### src/rtl/eeprom_host_pkg.sv
package eeprom_host_pkg;
  localparam int CLK_PERIOD_NS = 8;
  localparam int ADDR_WIDTH = 8;
  localparam int DATA_WIDTH = 8;
  localparam int TIMER_WIDTH = 23;
  localparam logic [7:0] ERASED_WORD = 8'hFF;
  // Least times round up to whole cycles
  localparam int SETUP_NS = 10;
  localparam int SETUP_CYCLES = (SETUP_NS + CLK_PERIOD_NS - 1) / CLK_PERIOD_NS;
  localparam int READ_ACCESS_NS = 300;
  localparam int READ_CYCLES = (READ_ACCESS_NS + CLK_PERIOD_NS - 1) / CLK_PERIOD_NS;
  localparam int WRITE_PULSE_NS = 150;
  localparam int PULSE_CYCLES = (WRITE_PULSE_NS + CLK_PERIOD_NS - 1) / CLK_PERIOD_NS;
  localparam int DATA_HOLD_NS = 10;
  localparam int HOLD_CYCLES = (DATA_HOLD_NS + CLK_PERIOD_NS - 1) / CLK_PERIOD_NS;
  localparam int BUSY_ASSERT_DELAY_NS = 100;
  localparam int BUSY_ASSERT_CYCLES =
    (BUSY_ASSERT_DELAY_NS + CLK_PERIOD_NS - 1) / CLK_PERIOD_NS;
  localparam int LOCKOUT_MS = 10;
  localparam int LOCKOUT_CYCLES_DOC = (LOCKOUT_MS * 1000000 + CLK_PERIOD_NS - 1) / CLK_PERIOD_NS;
  localparam int WRITE_CYCLE_MAX_MS = 40;
  localparam int WRITE_TIMEOUT_CYCLES_DOC =
    (WRITE_CYCLE_MAX_MS * 1000000 + CLK_PERIOD_NS - 1) / CLK_PERIOD_NS;
  localparam logic [1:0] OP_READ = 2'h0;
  localparam logic [1:0] OP_WRITE = 2'h1;
  localparam logic [1:0] OP_ERASE = 2'h2;
  typedef enum logic [9:0] {
    ST_IDLE = 10'h001,
    ST_LOCK_WAIT = 10'h002,
    ST_RD_SETUP = 10'h004,
    ST_RD_WAIT = 10'h008,
    ST_WR_SETUP = 10'h010,
    ST_WR_PULSE = 10'h020,
    ST_WR_RELEASE = 10'h040,
    ST_BUSY_WAIT = 10'h080,
    ST_POLL = 10'h100
  } state_type;
endpackage

### src/rtl/delay_timer.sv
`timescale 1ns/1ns
`default_nettype none
module delay_timer #(
  parameter int WIDTH = 23,
  parameter logic [WIDTH-1:0] START = '0
) (
  input wire logic clk_sys,
  input wire logic rst,
  input wire logic load,
  input wire logic [WIDTH-1:0] load_value,
  output logic done
);
  logic [WIDTH-1:0] count;

  // Reset reloads START so a power-up hold-off runs without any command
  always_ff @(posedge clk_sys)
  begin
    if (rst)
    begin
      count <= START;
    end
    else if (load)
    begin
      count <= load_value;
    end
    else if (count != '0)
    begin
      count <= count - 1'b1;
    end
  end

  assign done = (count == '0);
endmodule
`default_nettype wire

### src/rtl/eeprom_host.sv
// Notes on behaviour
// - Host holds address steady, strobe high, reading
// - Host keeps gate high except while reading
// - Strobe mode: address on fall, data on rise
// - Select mode: strobe low first, select latches
`timescale 1ns/1ns
`default_nettype none
module eeprom_host #(
  parameter int ADDR_WIDTH = eeprom_host_pkg::ADDR_WIDTH,
  parameter int DATA_WIDTH = eeprom_host_pkg::DATA_WIDTH,
  parameter int TIMER_WIDTH = eeprom_host_pkg::TIMER_WIDTH,
  parameter int LOCKOUT_CYCLES = eeprom_host_pkg::LOCKOUT_CYCLES_DOC,
  parameter int WRITE_TIMEOUT_CYCLES = eeprom_host_pkg::WRITE_TIMEOUT_CYCLES_DOC
) (
  input wire logic clk_sys,
  input wire logic rst,
  input wire logic cmd_valid,
  output logic cmd_ready,
  input wire logic [1:0] cmd_op,
  input wire logic [ADDR_WIDTH-1:0] cmd_addr,
  input wire logic [DATA_WIDTH-1:0] cmd_wdata,
  input wire logic cmd_select_mode,
  output logic rsp_valid,
  output logic [DATA_WIDTH-1:0] rsp_rdata,
  output logic rsp_timeout,
  output logic write_unlocked,
  output logic [ADDR_WIDTH-1:0] addr_lines,
  output logic [DATA_WIDTH-1:0] data_lines_out,
  output logic data_lines_oe,
  input wire logic [DATA_WIDTH-1:0] data_lines_in,
  output logic chip_select_n,
  output logic output_gate_n,
  output logic write_strobe_n,
  input wire logic prog_ready
);
  localparam int MAX_COUNT = (WRITE_TIMEOUT_CYCLES > LOCKOUT_CYCLES) ?
    WRITE_TIMEOUT_CYCLES : LOCKOUT_CYCLES;

  generate
    if (ADDR_WIDTH != 8 || DATA_WIDTH != 8)
    begin : g_bad_width
      $error("Device has 256 words of 8 bits");
    end
    if (TIMER_WIDTH < 8 || TIMER_WIDTH > 31 || MAX_COUNT >= (1 << TIMER_WIDTH)
        || LOCKOUT_CYCLES < 1 || WRITE_TIMEOUT_CYCLES < 1)
    begin : g_bad_timer
      $error("Timer too narrow for the counts");
    end
  endgenerate

  eeprom_host_pkg::state_type state;
  eeprom_host_pkg::state_type next_state;
  logic op_select_mode;
  logic [ADDR_WIDTH-1:0] op_addr;
  logic [DATA_WIDTH-1:0] op_data;
  logic take;
  logic is_read;
  logic timer_load;
  logic [TIMER_WIDTH-1:0] timer_value;
  logic timer_done;
  logic lockout_done;
  logic [ADDR_WIDTH-1:0] cur_addr;
  logic [DATA_WIDTH-1:0] cur_data;
  logic cur_select_mode;

  assign take = (state == eeprom_host_pkg::ST_IDLE) && cmd_valid && cmd_ready;
  assign is_read = (cmd_op == eeprom_host_pkg::OP_READ);
  assign cur_addr = take ? cmd_addr : op_addr;
  // Erase writes the all-ones word, which is the erased state
  assign cur_data = !take ? op_data :
    (cmd_op == eeprom_host_pkg::OP_ERASE) ? eeprom_host_pkg::ERASED_WORD : cmd_wdata;
  assign cur_select_mode = take ? cmd_select_mode : op_select_mode;

  delay_timer #(.WIDTH(TIMER_WIDTH), .START('0)) u_step_timer (
    .clk_sys(clk_sys),
    .rst(rst),
    .load(timer_load),
    .load_value(timer_value),
    .done(timer_done)
  );

  // Counts from reset, standing in for supply-up
  delay_timer #(.WIDTH(TIMER_WIDTH), .START(TIMER_WIDTH'(LOCKOUT_CYCLES))) u_lockout (
    .clk_sys(clk_sys),
    .rst(rst),
    .load(1'b0),
    .load_value('0),
    .done(lockout_done)
  );

  always_comb
  begin
    next_state = state;
    timer_load = 1'b0;
    timer_value = '0;
    case (state)
      eeprom_host_pkg::ST_IDLE:
      begin
        if (take && is_read)
        begin
          // Reads need no lockout wait
          next_state = eeprom_host_pkg::ST_RD_SETUP;
          timer_load = 1'b1;
          timer_value = TIMER_WIDTH'(eeprom_host_pkg::SETUP_CYCLES);
        end
        else if (take && lockout_done)
        begin
          next_state = eeprom_host_pkg::ST_WR_SETUP;
          timer_load = 1'b1;
          timer_value = TIMER_WIDTH'(eeprom_host_pkg::SETUP_CYCLES);
        end
        else if (take)
        begin
          next_state = eeprom_host_pkg::ST_LOCK_WAIT;
        end
      end
      eeprom_host_pkg::ST_LOCK_WAIT:
      begin
        if (lockout_done)
        begin
          next_state = eeprom_host_pkg::ST_WR_SETUP;
          timer_load = 1'b1;
          timer_value = TIMER_WIDTH'(eeprom_host_pkg::SETUP_CYCLES);
        end
      end
      eeprom_host_pkg::ST_RD_SETUP:
      begin
        if (timer_done)
        begin
          next_state = eeprom_host_pkg::ST_RD_WAIT;
          timer_load = 1'b1;
          timer_value = TIMER_WIDTH'(eeprom_host_pkg::READ_CYCLES);
        end
      end
      eeprom_host_pkg::ST_RD_WAIT:
      begin
        if (timer_done)
        begin
          next_state = eeprom_host_pkg::ST_IDLE;
        end
      end
      eeprom_host_pkg::ST_WR_SETUP:
      begin
        if (timer_done)
        begin
          next_state = eeprom_host_pkg::ST_WR_PULSE;
          timer_load = 1'b1;
          timer_value = TIMER_WIDTH'(eeprom_host_pkg::PULSE_CYCLES);
        end
      end
      eeprom_host_pkg::ST_WR_PULSE:
      begin
        if (timer_done)
        begin
          next_state = eeprom_host_pkg::ST_WR_RELEASE;
          timer_load = 1'b1;
          timer_value = TIMER_WIDTH'(eeprom_host_pkg::HOLD_CYCLES);
        end
      end
      eeprom_host_pkg::ST_WR_RELEASE:
      begin
        if (timer_done)
        begin
          // Ready is not trusted until the busy delay has passed
          next_state = eeprom_host_pkg::ST_BUSY_WAIT;
          timer_load = 1'b1;
          timer_value = TIMER_WIDTH'(eeprom_host_pkg::BUSY_ASSERT_CYCLES);
        end
      end
      eeprom_host_pkg::ST_BUSY_WAIT:
      begin
        if (timer_done)
        begin
          next_state = eeprom_host_pkg::ST_POLL;
          timer_load = 1'b1;
          timer_value = TIMER_WIDTH'(WRITE_TIMEOUT_CYCLES);
        end
      end
      eeprom_host_pkg::ST_POLL:
      begin
        // Device ignores access while busy, so wait for ready
        if (prog_ready || timer_done)
        begin
          next_state = eeprom_host_pkg::ST_IDLE;
        end
      end
      default:
      begin
        next_state = eeprom_host_pkg::ST_IDLE;
      end
    endcase
  end

  always_ff @(posedge clk_sys)
  begin
    if (rst)
    begin
      state <= eeprom_host_pkg::ST_IDLE;
    end
    else
    begin
      state <= next_state;
    end
  end

  always_ff @(posedge clk_sys)
  begin
    if (rst)
    begin
      op_select_mode <= 1'b0;
      op_addr <= '0;
      op_data <= '0;
    end
    else if (take)
    begin
      op_select_mode <= cmd_select_mode;
      op_addr <= cmd_addr;
      op_data <= cur_data;
    end
  end

  // New commands only while the device reports ready
  always_ff @(posedge clk_sys)
  begin
    if (rst)
    begin
      cmd_ready <= 1'b0;
      write_unlocked <= 1'b0;
    end
    else
    begin
      cmd_ready <= (next_state == eeprom_host_pkg::ST_IDLE) && !take && prog_ready;
      write_unlocked <= lockout_done;
    end
  end

  always_ff @(posedge clk_sys)
  begin
    if (rst)
    begin
      rsp_valid <= 1'b0;
      rsp_rdata <= '0;
      rsp_timeout <= 1'b0;
    end
    else
    begin
      rsp_valid <= 1'b0;
      if (state == eeprom_host_pkg::ST_RD_WAIT && timer_done)
      begin
        rsp_valid <= 1'b1;
        rsp_rdata <= data_lines_in;
        rsp_timeout <= 1'b0;
      end
      else if (state == eeprom_host_pkg::ST_POLL && (prog_ready || timer_done))
      begin
        rsp_valid <= 1'b1;
        rsp_timeout <= !prog_ready;
      end
    end
  end

  // Pins follow the next state so every pin comes straight from a flop
  always_ff @(posedge clk_sys)
  begin
    if (rst)
    begin
      addr_lines <= '0;
      data_lines_out <= '0;
      data_lines_oe <= 1'b0;
      chip_select_n <= 1'b1;
      output_gate_n <= 1'b1;
      write_strobe_n <= 1'b1;
    end
    else
    begin
      addr_lines <= cur_addr;
      data_lines_out <= cur_data;
      data_lines_oe <= 1'b0;
      chip_select_n <= 1'b1;
      output_gate_n <= 1'b1;
      write_strobe_n <= 1'b1;
      case (next_state)
        eeprom_host_pkg::ST_RD_SETUP:
        begin
          chip_select_n <= 1'b0;
        end
        eeprom_host_pkg::ST_RD_WAIT:
        begin
          // Address, select and gate all held steady for the access
          chip_select_n <= 1'b0;
          output_gate_n <= 1'b0;
        end
        eeprom_host_pkg::ST_WR_SETUP:
        begin
          data_lines_oe <= 1'b1;
          chip_select_n <= cur_select_mode;
          write_strobe_n <= !cur_select_mode;
        end
        eeprom_host_pkg::ST_WR_PULSE:
        begin
          data_lines_oe <= 1'b1;
          chip_select_n <= 1'b0;
          write_strobe_n <= 1'b0;
        end
        eeprom_host_pkg::ST_WR_RELEASE:
        begin
          data_lines_oe <= 1'b1;
          chip_select_n <= cur_select_mode;
          write_strobe_n <= !cur_select_mode;
        end
        default:
        begin
          data_lines_oe <= 1'b0;
        end
      endcase
    end
  end

  logic [7:0] gate_low_cycles;

  // Counts gate-low cycles for the access-time check; saturates rather than wrapping
  always_ff @(posedge clk_sys)
  begin
    if (rst || output_gate_n)
    begin
      gate_low_cycles <= '0;
    end
    else if (gate_low_cycles != '1)
    begin
      gate_low_cycles <= gate_low_cycles + 1'b1;
    end
  end
endmodule
`default_nettype wire

### config.mk
export PLATFORM = sky130hd
export DESIGN_NAME = eeprom_host
export DESIGN_NICKNAME = d
export VERILOG_FILES = /design/src/rtl/eeprom_host_pkg.sv /design/src/rtl/delay_timer.sv /design/src/rtl/eeprom_host.sv
export SDC_FILE = /design/constraint.sdc
export NUM_CORES = 1
export LEC_CHECK = 0
export BUFFER_PORTS_ARGS = -buffer_cell sky130_fd_sc_hd__buf_2
export CAP_MARGIN = 15
export CELL_PAD_IN_SITES_DETAIL_PLACEMENT = 0
export CELL_PAD_IN_SITES_GLOBAL_PLACEMENT = 1
export CORE_MARGIN = 1
export CORE_UTILIZATION = 38
export DETAILED_ROUTE_END_ITERATION = 8
export PLACE_DENSITY_LB_ADDON = 0.1
export RECOVER_POWER = 25
export REMOVE_ABC_BUFFERS = 1
export SYNTH_ARGS = -nofsm -noshare
export SYNTH_HDL_FRONTEND = slang
export SYNTH_SLANG_ARGS = --single-unit
export TNS_END_PERCENT = 20
### constraint.sdc
create_clock -name clk_sys -period 3.55 [get_ports clk_sys]
set_input_delay 0.71 -clock clk_sys [delete_from_list [all_inputs] [get_ports clk_sys]]
set_output_delay 0.71 -clock clk_sys [all_outputs]
set_load 0.005 [all_outputs]
Word level (Yosys, flattened, before mapping)

Cells that the tools add are included.

Output and inout bits: 32
Bits of input ports: 31
Logic and storage cells: 94
Flip-flop bits (word level): 97

Reductions and logical operators: 23
Mux-type cells: 37
$add $sub $neg: 2
Equality and inequality tests: 16

Operator list:

| kind                  | count |
|---|---|
| $pmux 23 s7           | 1 |
| $mux 10               | 11 |
| $pmux 10 s9           | 1 |
| $mux 23               | 3 |
| $logic_not 23->1      | 2 |
| $reduce_bool 23->1    | 2 |
| $sub 23x1->23 const B | 2 |
| $eq 10x1->1 const B   | 2 |
| $eq 10x3->1 const B   | 2 |
| $eq 10x4->1 const B   | 2 |
| $eq 10x5->1 const B   | 2 |
| $eq 10x6->1 const B   | 2 |
| $eq 10x7->1 const B   | 2 |
| $mux 8                | 2 |
| $eq 10x2->1 const B   | 1 |
| $eq 10x8->1 const B   | 1 |
| $eq 10x9->1 const B   | 1 |
| $mux 1                | 9 |
| $logic_and 1x1->1     | 8 |
| $mux 2                | 4 |
| $mux 6                | 1 |
| $reduce_or 3->1       | 2 |
| $mux 5                | 1 |
| $reduce_or 5->1       | 1 |
| other kinds (9)       | 13 |

Longest topological paths before layout

Depth after elaboration: 10
Depth in mapped cells: 9
Gate-level depth less buffers: 8

Cells and area by module

A second synthesis with hierarchy kept.

Cells, all modules: 624
Area, all modules: 5,124.9 sq um

By module, submodules not included:

| module                      | sequential area each (sq um) | area each (sq um) | cells each | instances |
|---|---|---|---|---|
| eeprom_host                 | 1,021.0                      | 2,369.8           | 291        | 1 |
| delay_timer at u_lockout    | 460.4                        | 1,463.9           | 177        | 1 |
| delay_timer at u_step_timer | 460.4                        | 1,291.2           | 156        | 1 |

Worst setup path after synthesis

No wires, ideal clock.

Path type: register to register
Start: register u_step_timer.count[0]
End: register cmd_ready
Arrival time: 2,639 ps
Library setup time: 128 ps
Stages on the path, launching flop included: 10
Data required time: 3,422 ps
Slack: 784 ps
Path buffers: 1
Period minus slack after synthesis: 2,766 ps
Cell sequence: dfxtp_1 > inv_1 > ha_1 > or3b_1 > or4_4 > or3_4 > or4_4 > buf_6 > nand4b_1 > nor2_1

Longest elaborated chain between the ends: 7
Elaborated cells between the ends (all ways): 13
Classes of those cells: 1 x eq/ne; 8 x mux; 4 x reduce/logical

RTL lines:

| item                              | RTL line           | source |
|---|---|---|
| from (decl)                       | delay_timer.sv:13  | `logic [WIDTH-1:0] count;` |
| from (signal assigned)            | delay_timer.sv:24  | `count <= load_value;` |
| from (signal assigned)            | delay_timer.sv:28  | `count <= count - 1'b1;` |
| $logic_not 23->1 *                | delay_timer.sv:32  | `assign done = (count == '0);` |
| $logic_or 1x1->1                  | eeprom_host.sv:182 | `if (prog_ready \|\| timer_done)` |
| $mux 10                           | eeprom_host.sv:182 |  |
| $pmux 10 s9 *                     | eeprom_host.sv:96  | `case (state)` |
| $eq 10x1->1 *                     | eeprom_host.sv:232 | `cmd_ready <= (next_state == eeprom_host_pkg::ST_IDLE) && !take && prog_ready;` |
| $logic_and 1x1->1 * (2 in series) | eeprom_host.sv:232 |  |
| to (signal assigned)              | eeprom_host.sv:232 |  |
| to (decl)                         | eeprom_host.sv:18  | `output logic cmd_ready,` |

Every way passes the cells marked *; elsewhere a longest branch is shown, timed or not.
A chain may end at the register's enable or synchronous reset.

Worst setup path in the final report

Start: register u_step_timer.count[1]
End: register cmd_ready

Same word-level chain as after synthesis.

==> results.sh <==
export IMPL_setup_tns_ns=0
export IMPL_avgRoutedWirePerCell_um=14.9
export IMPL_pwr_share_comb_pct=27.9
export IMPL_hpwl_um=7790
export IMPL_hold_violations=0
export IMPL_skew_ns=0.00797
export IMPL_finalCritPeriodShare_pct=82.3
export IMPL_synth_area_sq_um=4420
export IMPL_synth_flop_cell="dfxtp_1"
export IMPL_clk_path_buf_depth=2
export IMPL_portBuffers=62
export IMPL_diodes=0
export IMPL_p_int_w=0.00211
export IMPL_die_x_um=110
export IMPL_post_synth_top_area_cell="dfxtp_1"
export IMPL_fin_crit_ns=2.92
export IMPL_endpoint_kind="flop"
export IMPL_maxCapViolCount=0
export IMPL_start_util_pct=38.9
export IMPL_synth_distinct_cells=52
export IMPL_grt_overflow=0
export IMPL_std_cell_rows=39
export IMPL_tightestPinTransition_ns=0.745
export IMPL_synth_edf_count=0
export IMPL_path_class="flop to flop"
export IMPL_ys_top_cells_by_area="dfxtp_1 44%, nor3_1 5.7%, nor2_1 4.8%"
export IMPL_insertion_delay_ns=0.35
export IMPL_startpoint_type="flop"
export IMPL_cts_root_buf="clkbuf_16"
export IMPL_fin_ws_ns=0.627
export IMPL_drive_gt1_share_pct=13.2
export IMPL_cts_buffers_inserted=9
export IMPL_netlist_top_cells_count="97 x dfxtp_1, 56 x nor2_1, 50 x nor3_1"
export IMPL_drc=0
export IMPL_rsz0062_at_grt="no"
export IMPL_num_vias=3945
export IMPL_critPathRequiredTime_ns=3.77
export IMPL_cts_sinks=97
export IMPL_grt_pass1_vias=3527
export IMPL_ant_nets=0
export IMPL_first_iter_violations=276
export IMPL_die_h_um=110
export IMPL_max_freq_mhz=342
export IMPL_leakagePower_nw=1.88
export IMPL_hold_buffers=0
export IMPL_drt_total_wl_um=10900
export IMPL_post_synth_top_count_cell="dfxtp_1"
export IMPL_synth_warnings=0
export IMPL_slew_headroom_pct=50.3
export IMPL_post_cts_buffers=0
export IMPL_clkTransAtPathRegs_ns=0.07
export IMPL_ys_seq_area_share_pct=44.0
export IMPL_path_max_fanout=8
export IMPL_syn_instance_count=525
export IMPL_core_area_sq_um=11400
export IMPL_synth_async_reset_ratio_pct=0
export IMPL_grt_max_degree=40
export IMPL_place_gp_congestion=0.797
export IMPL_post_place_ws_ns=0.637
export IMPL_synth_seq_cells=97
export IMPL_grt_pass1_wl_um=17700
export IMPL_finalSetupViolCount=0
export IMPL_synth_top_area_share_pct=44.0
export IMPL_status="completed"
export IMPL_p_sw_w=0.00102
export IMPL_critical_path_arrival_ns=3.15
export IMPL_syn2layout_area_growth_pct=16.8
export IMPL_antenna_found_initial=0
export IMPL_p_sw_share_pct=32.6
export IMPL_cts_tree="built"
export IMPL_cts_resized=0
export IMPL_powerDensity_nw_per_um2=605
export IMPL_nNetsFinal=619
export IMPL_htree_num_levels=3
export IMPL_dieArea_sq_um=12100
export IMPL_grt_use_total_pct=19.3
export IMPL_firstDrtPassIters=5
export IMPL_seqPwrFrac_pct=41.7
export IMPL_clock_power_share_pct=30.3
export IMPL_avgSynthCellArea_sq_um=8.42
export IMPL_vias_per_cell=5.37
export IMPL_ir_worst_vdd_v=0.000355
export IMPL_drv_slew=0
export IMPL_io_pins=63
export IMPL_hold_class="flop to flop"
## stage by stage
stage | instance area [sq um] | hold WS [ns] | util, % | std cells | total power, W
4_1_cts | 5190 | 0.453 | 45.7 | 734 | 0.00316
6_report | 5160 | 0.453 | 45.4 | 734 | 0.00312
3_3_place_gp | 4900 | 0.439 | 43.1 | 718 | 0.00220
3_5_place_dp | 4900 | 0.443 | 43.1 | 718 | 0.00220
5_1_grt | 5160 | 0.492 | 45.4 | 734 | 0.00334
2_1_floorplan | 4320 | 0.435 | - | 500 | 0.00194
## cell type report
cell class	count	area [sq um]
tap	143	179
timing repair buffer	75	377
clock buffer	11	253
multi-input combinational	394	2340
inverter	9	33.8
clock inverter	5	37.5
fill	1169	6210
sequential	97	1940
## critical path: stages, from the launching register on
cell and delay [ns]:
dfxtp_1 0.36, inv_1 0.07, ha_1 0.18, or3b_1 0.41
or4_4 0.58, or3_4 0.44, or4_4 0.57, nand4b_1 0.13
nor2_1 0.05
## flip-flops by register name, summed over array words and instances (netlist names)
| register | cells |
|---|---|
| addr_lines | 8 |
| chip_select_n | 1 |
| cmd_ready | 1 |
| data_lines_oe | 1 |
| data_lines_out | 8 |
| op_data | 8 |
| op_select_mode | 1 |
| output_gate_n | 1 |
| rsp_rdata | 8 |
| rsp_timeout | 1 |
| rsp_valid | 1 |
| state | 10 |
| u_lockout.count | 23 |
| u_step_timer.count | 23 |
| write_strobe_n | 1 |
| write_unlocked | 1 |
## cells in the final DEF (no fill, tap or decap), types with 3 or more instances in the layout
cell type  Yosys  layout
a211oi_1       6       6
a21oi_1       35      35
a31oi_1        5       5
and3_1         3       3
buf_2          1      37
buf_4          0      13
clkbuf_1      21      25
clkbuf_16      0       9
dfxtp_1       97      97
inv_1          9       9
mux2i_1       11      11
nand2_1       44      44
nand2b_1       9       9
nand3_1       13      13
nand3b_1       3       3
nand4_1        5       5
nand4b_1       4       4
nor2_1        56      56
nor2b_1        4       4
nor3_1        50      50
nor4_1        19      19
nor4b_1        3       3
o211ai_1       7       7
o21ai_0       21      21
o31ai_1        3       3
or3_1         13      13
or4_1         15      15
or4_4          3       3
xnor2_1       16      16
xor2_1        16      16
## power by group through the flow
stage	clock network (W)	registers [W]	logic [W]
CTS	0.000982	0.00130	0.000879
global route	0.00102	0.00132	0.000996
floorplan	0	0.00130	0.000638
global placement	0	0.00132	0.000881
finish	0.000947	0.00130	0.000873
detailed placement	0	0.00133	0.000873
## kinds of logic (layout without fill, tap and decap cells)
logic type,after synthesis,after routing,share of synthesized area (%)
other cells,1,1,0.0849
compound gates,89,89,12.0
mux,13,13,3.00
flops,97,97,44.0
fa+ha+maj,2,2,0.566
simple gates,257,257,30.9
buf+inv,34,100,3.09
xor+xnor,32,32,6.34
## path summary, 6_finish.rpt
kind                          from            end  slack, ns  cells past startpoint
max reg2reg  u_step_timer.count[1]      cmd_ready       0.63                      8
max          u_step_timer.count[1]      cmd_ready       0.63                      8
min reg2reg          addr_lines[7]  addr_lines[7]       0.45                      2
min                  addr_lines[7]  addr_lines[7]       0.45                      2
## metal layers
| layer | GRT usage [%] | share of wire (%) | up-vias |
|---|---|---|---|
| li1 | - | - | 2019 |
| met1 | 25.4 | 47 | 1847 |
| met2 | 31.4 | 48 | 67 |
| met3 | 3.26 | 4.2 | 12 |
| met4 | 7.81 | 1.6 | 0 |
| met5 | 0 | 0 | - |
Note: power is estimated with default switching activity, not from simulation.
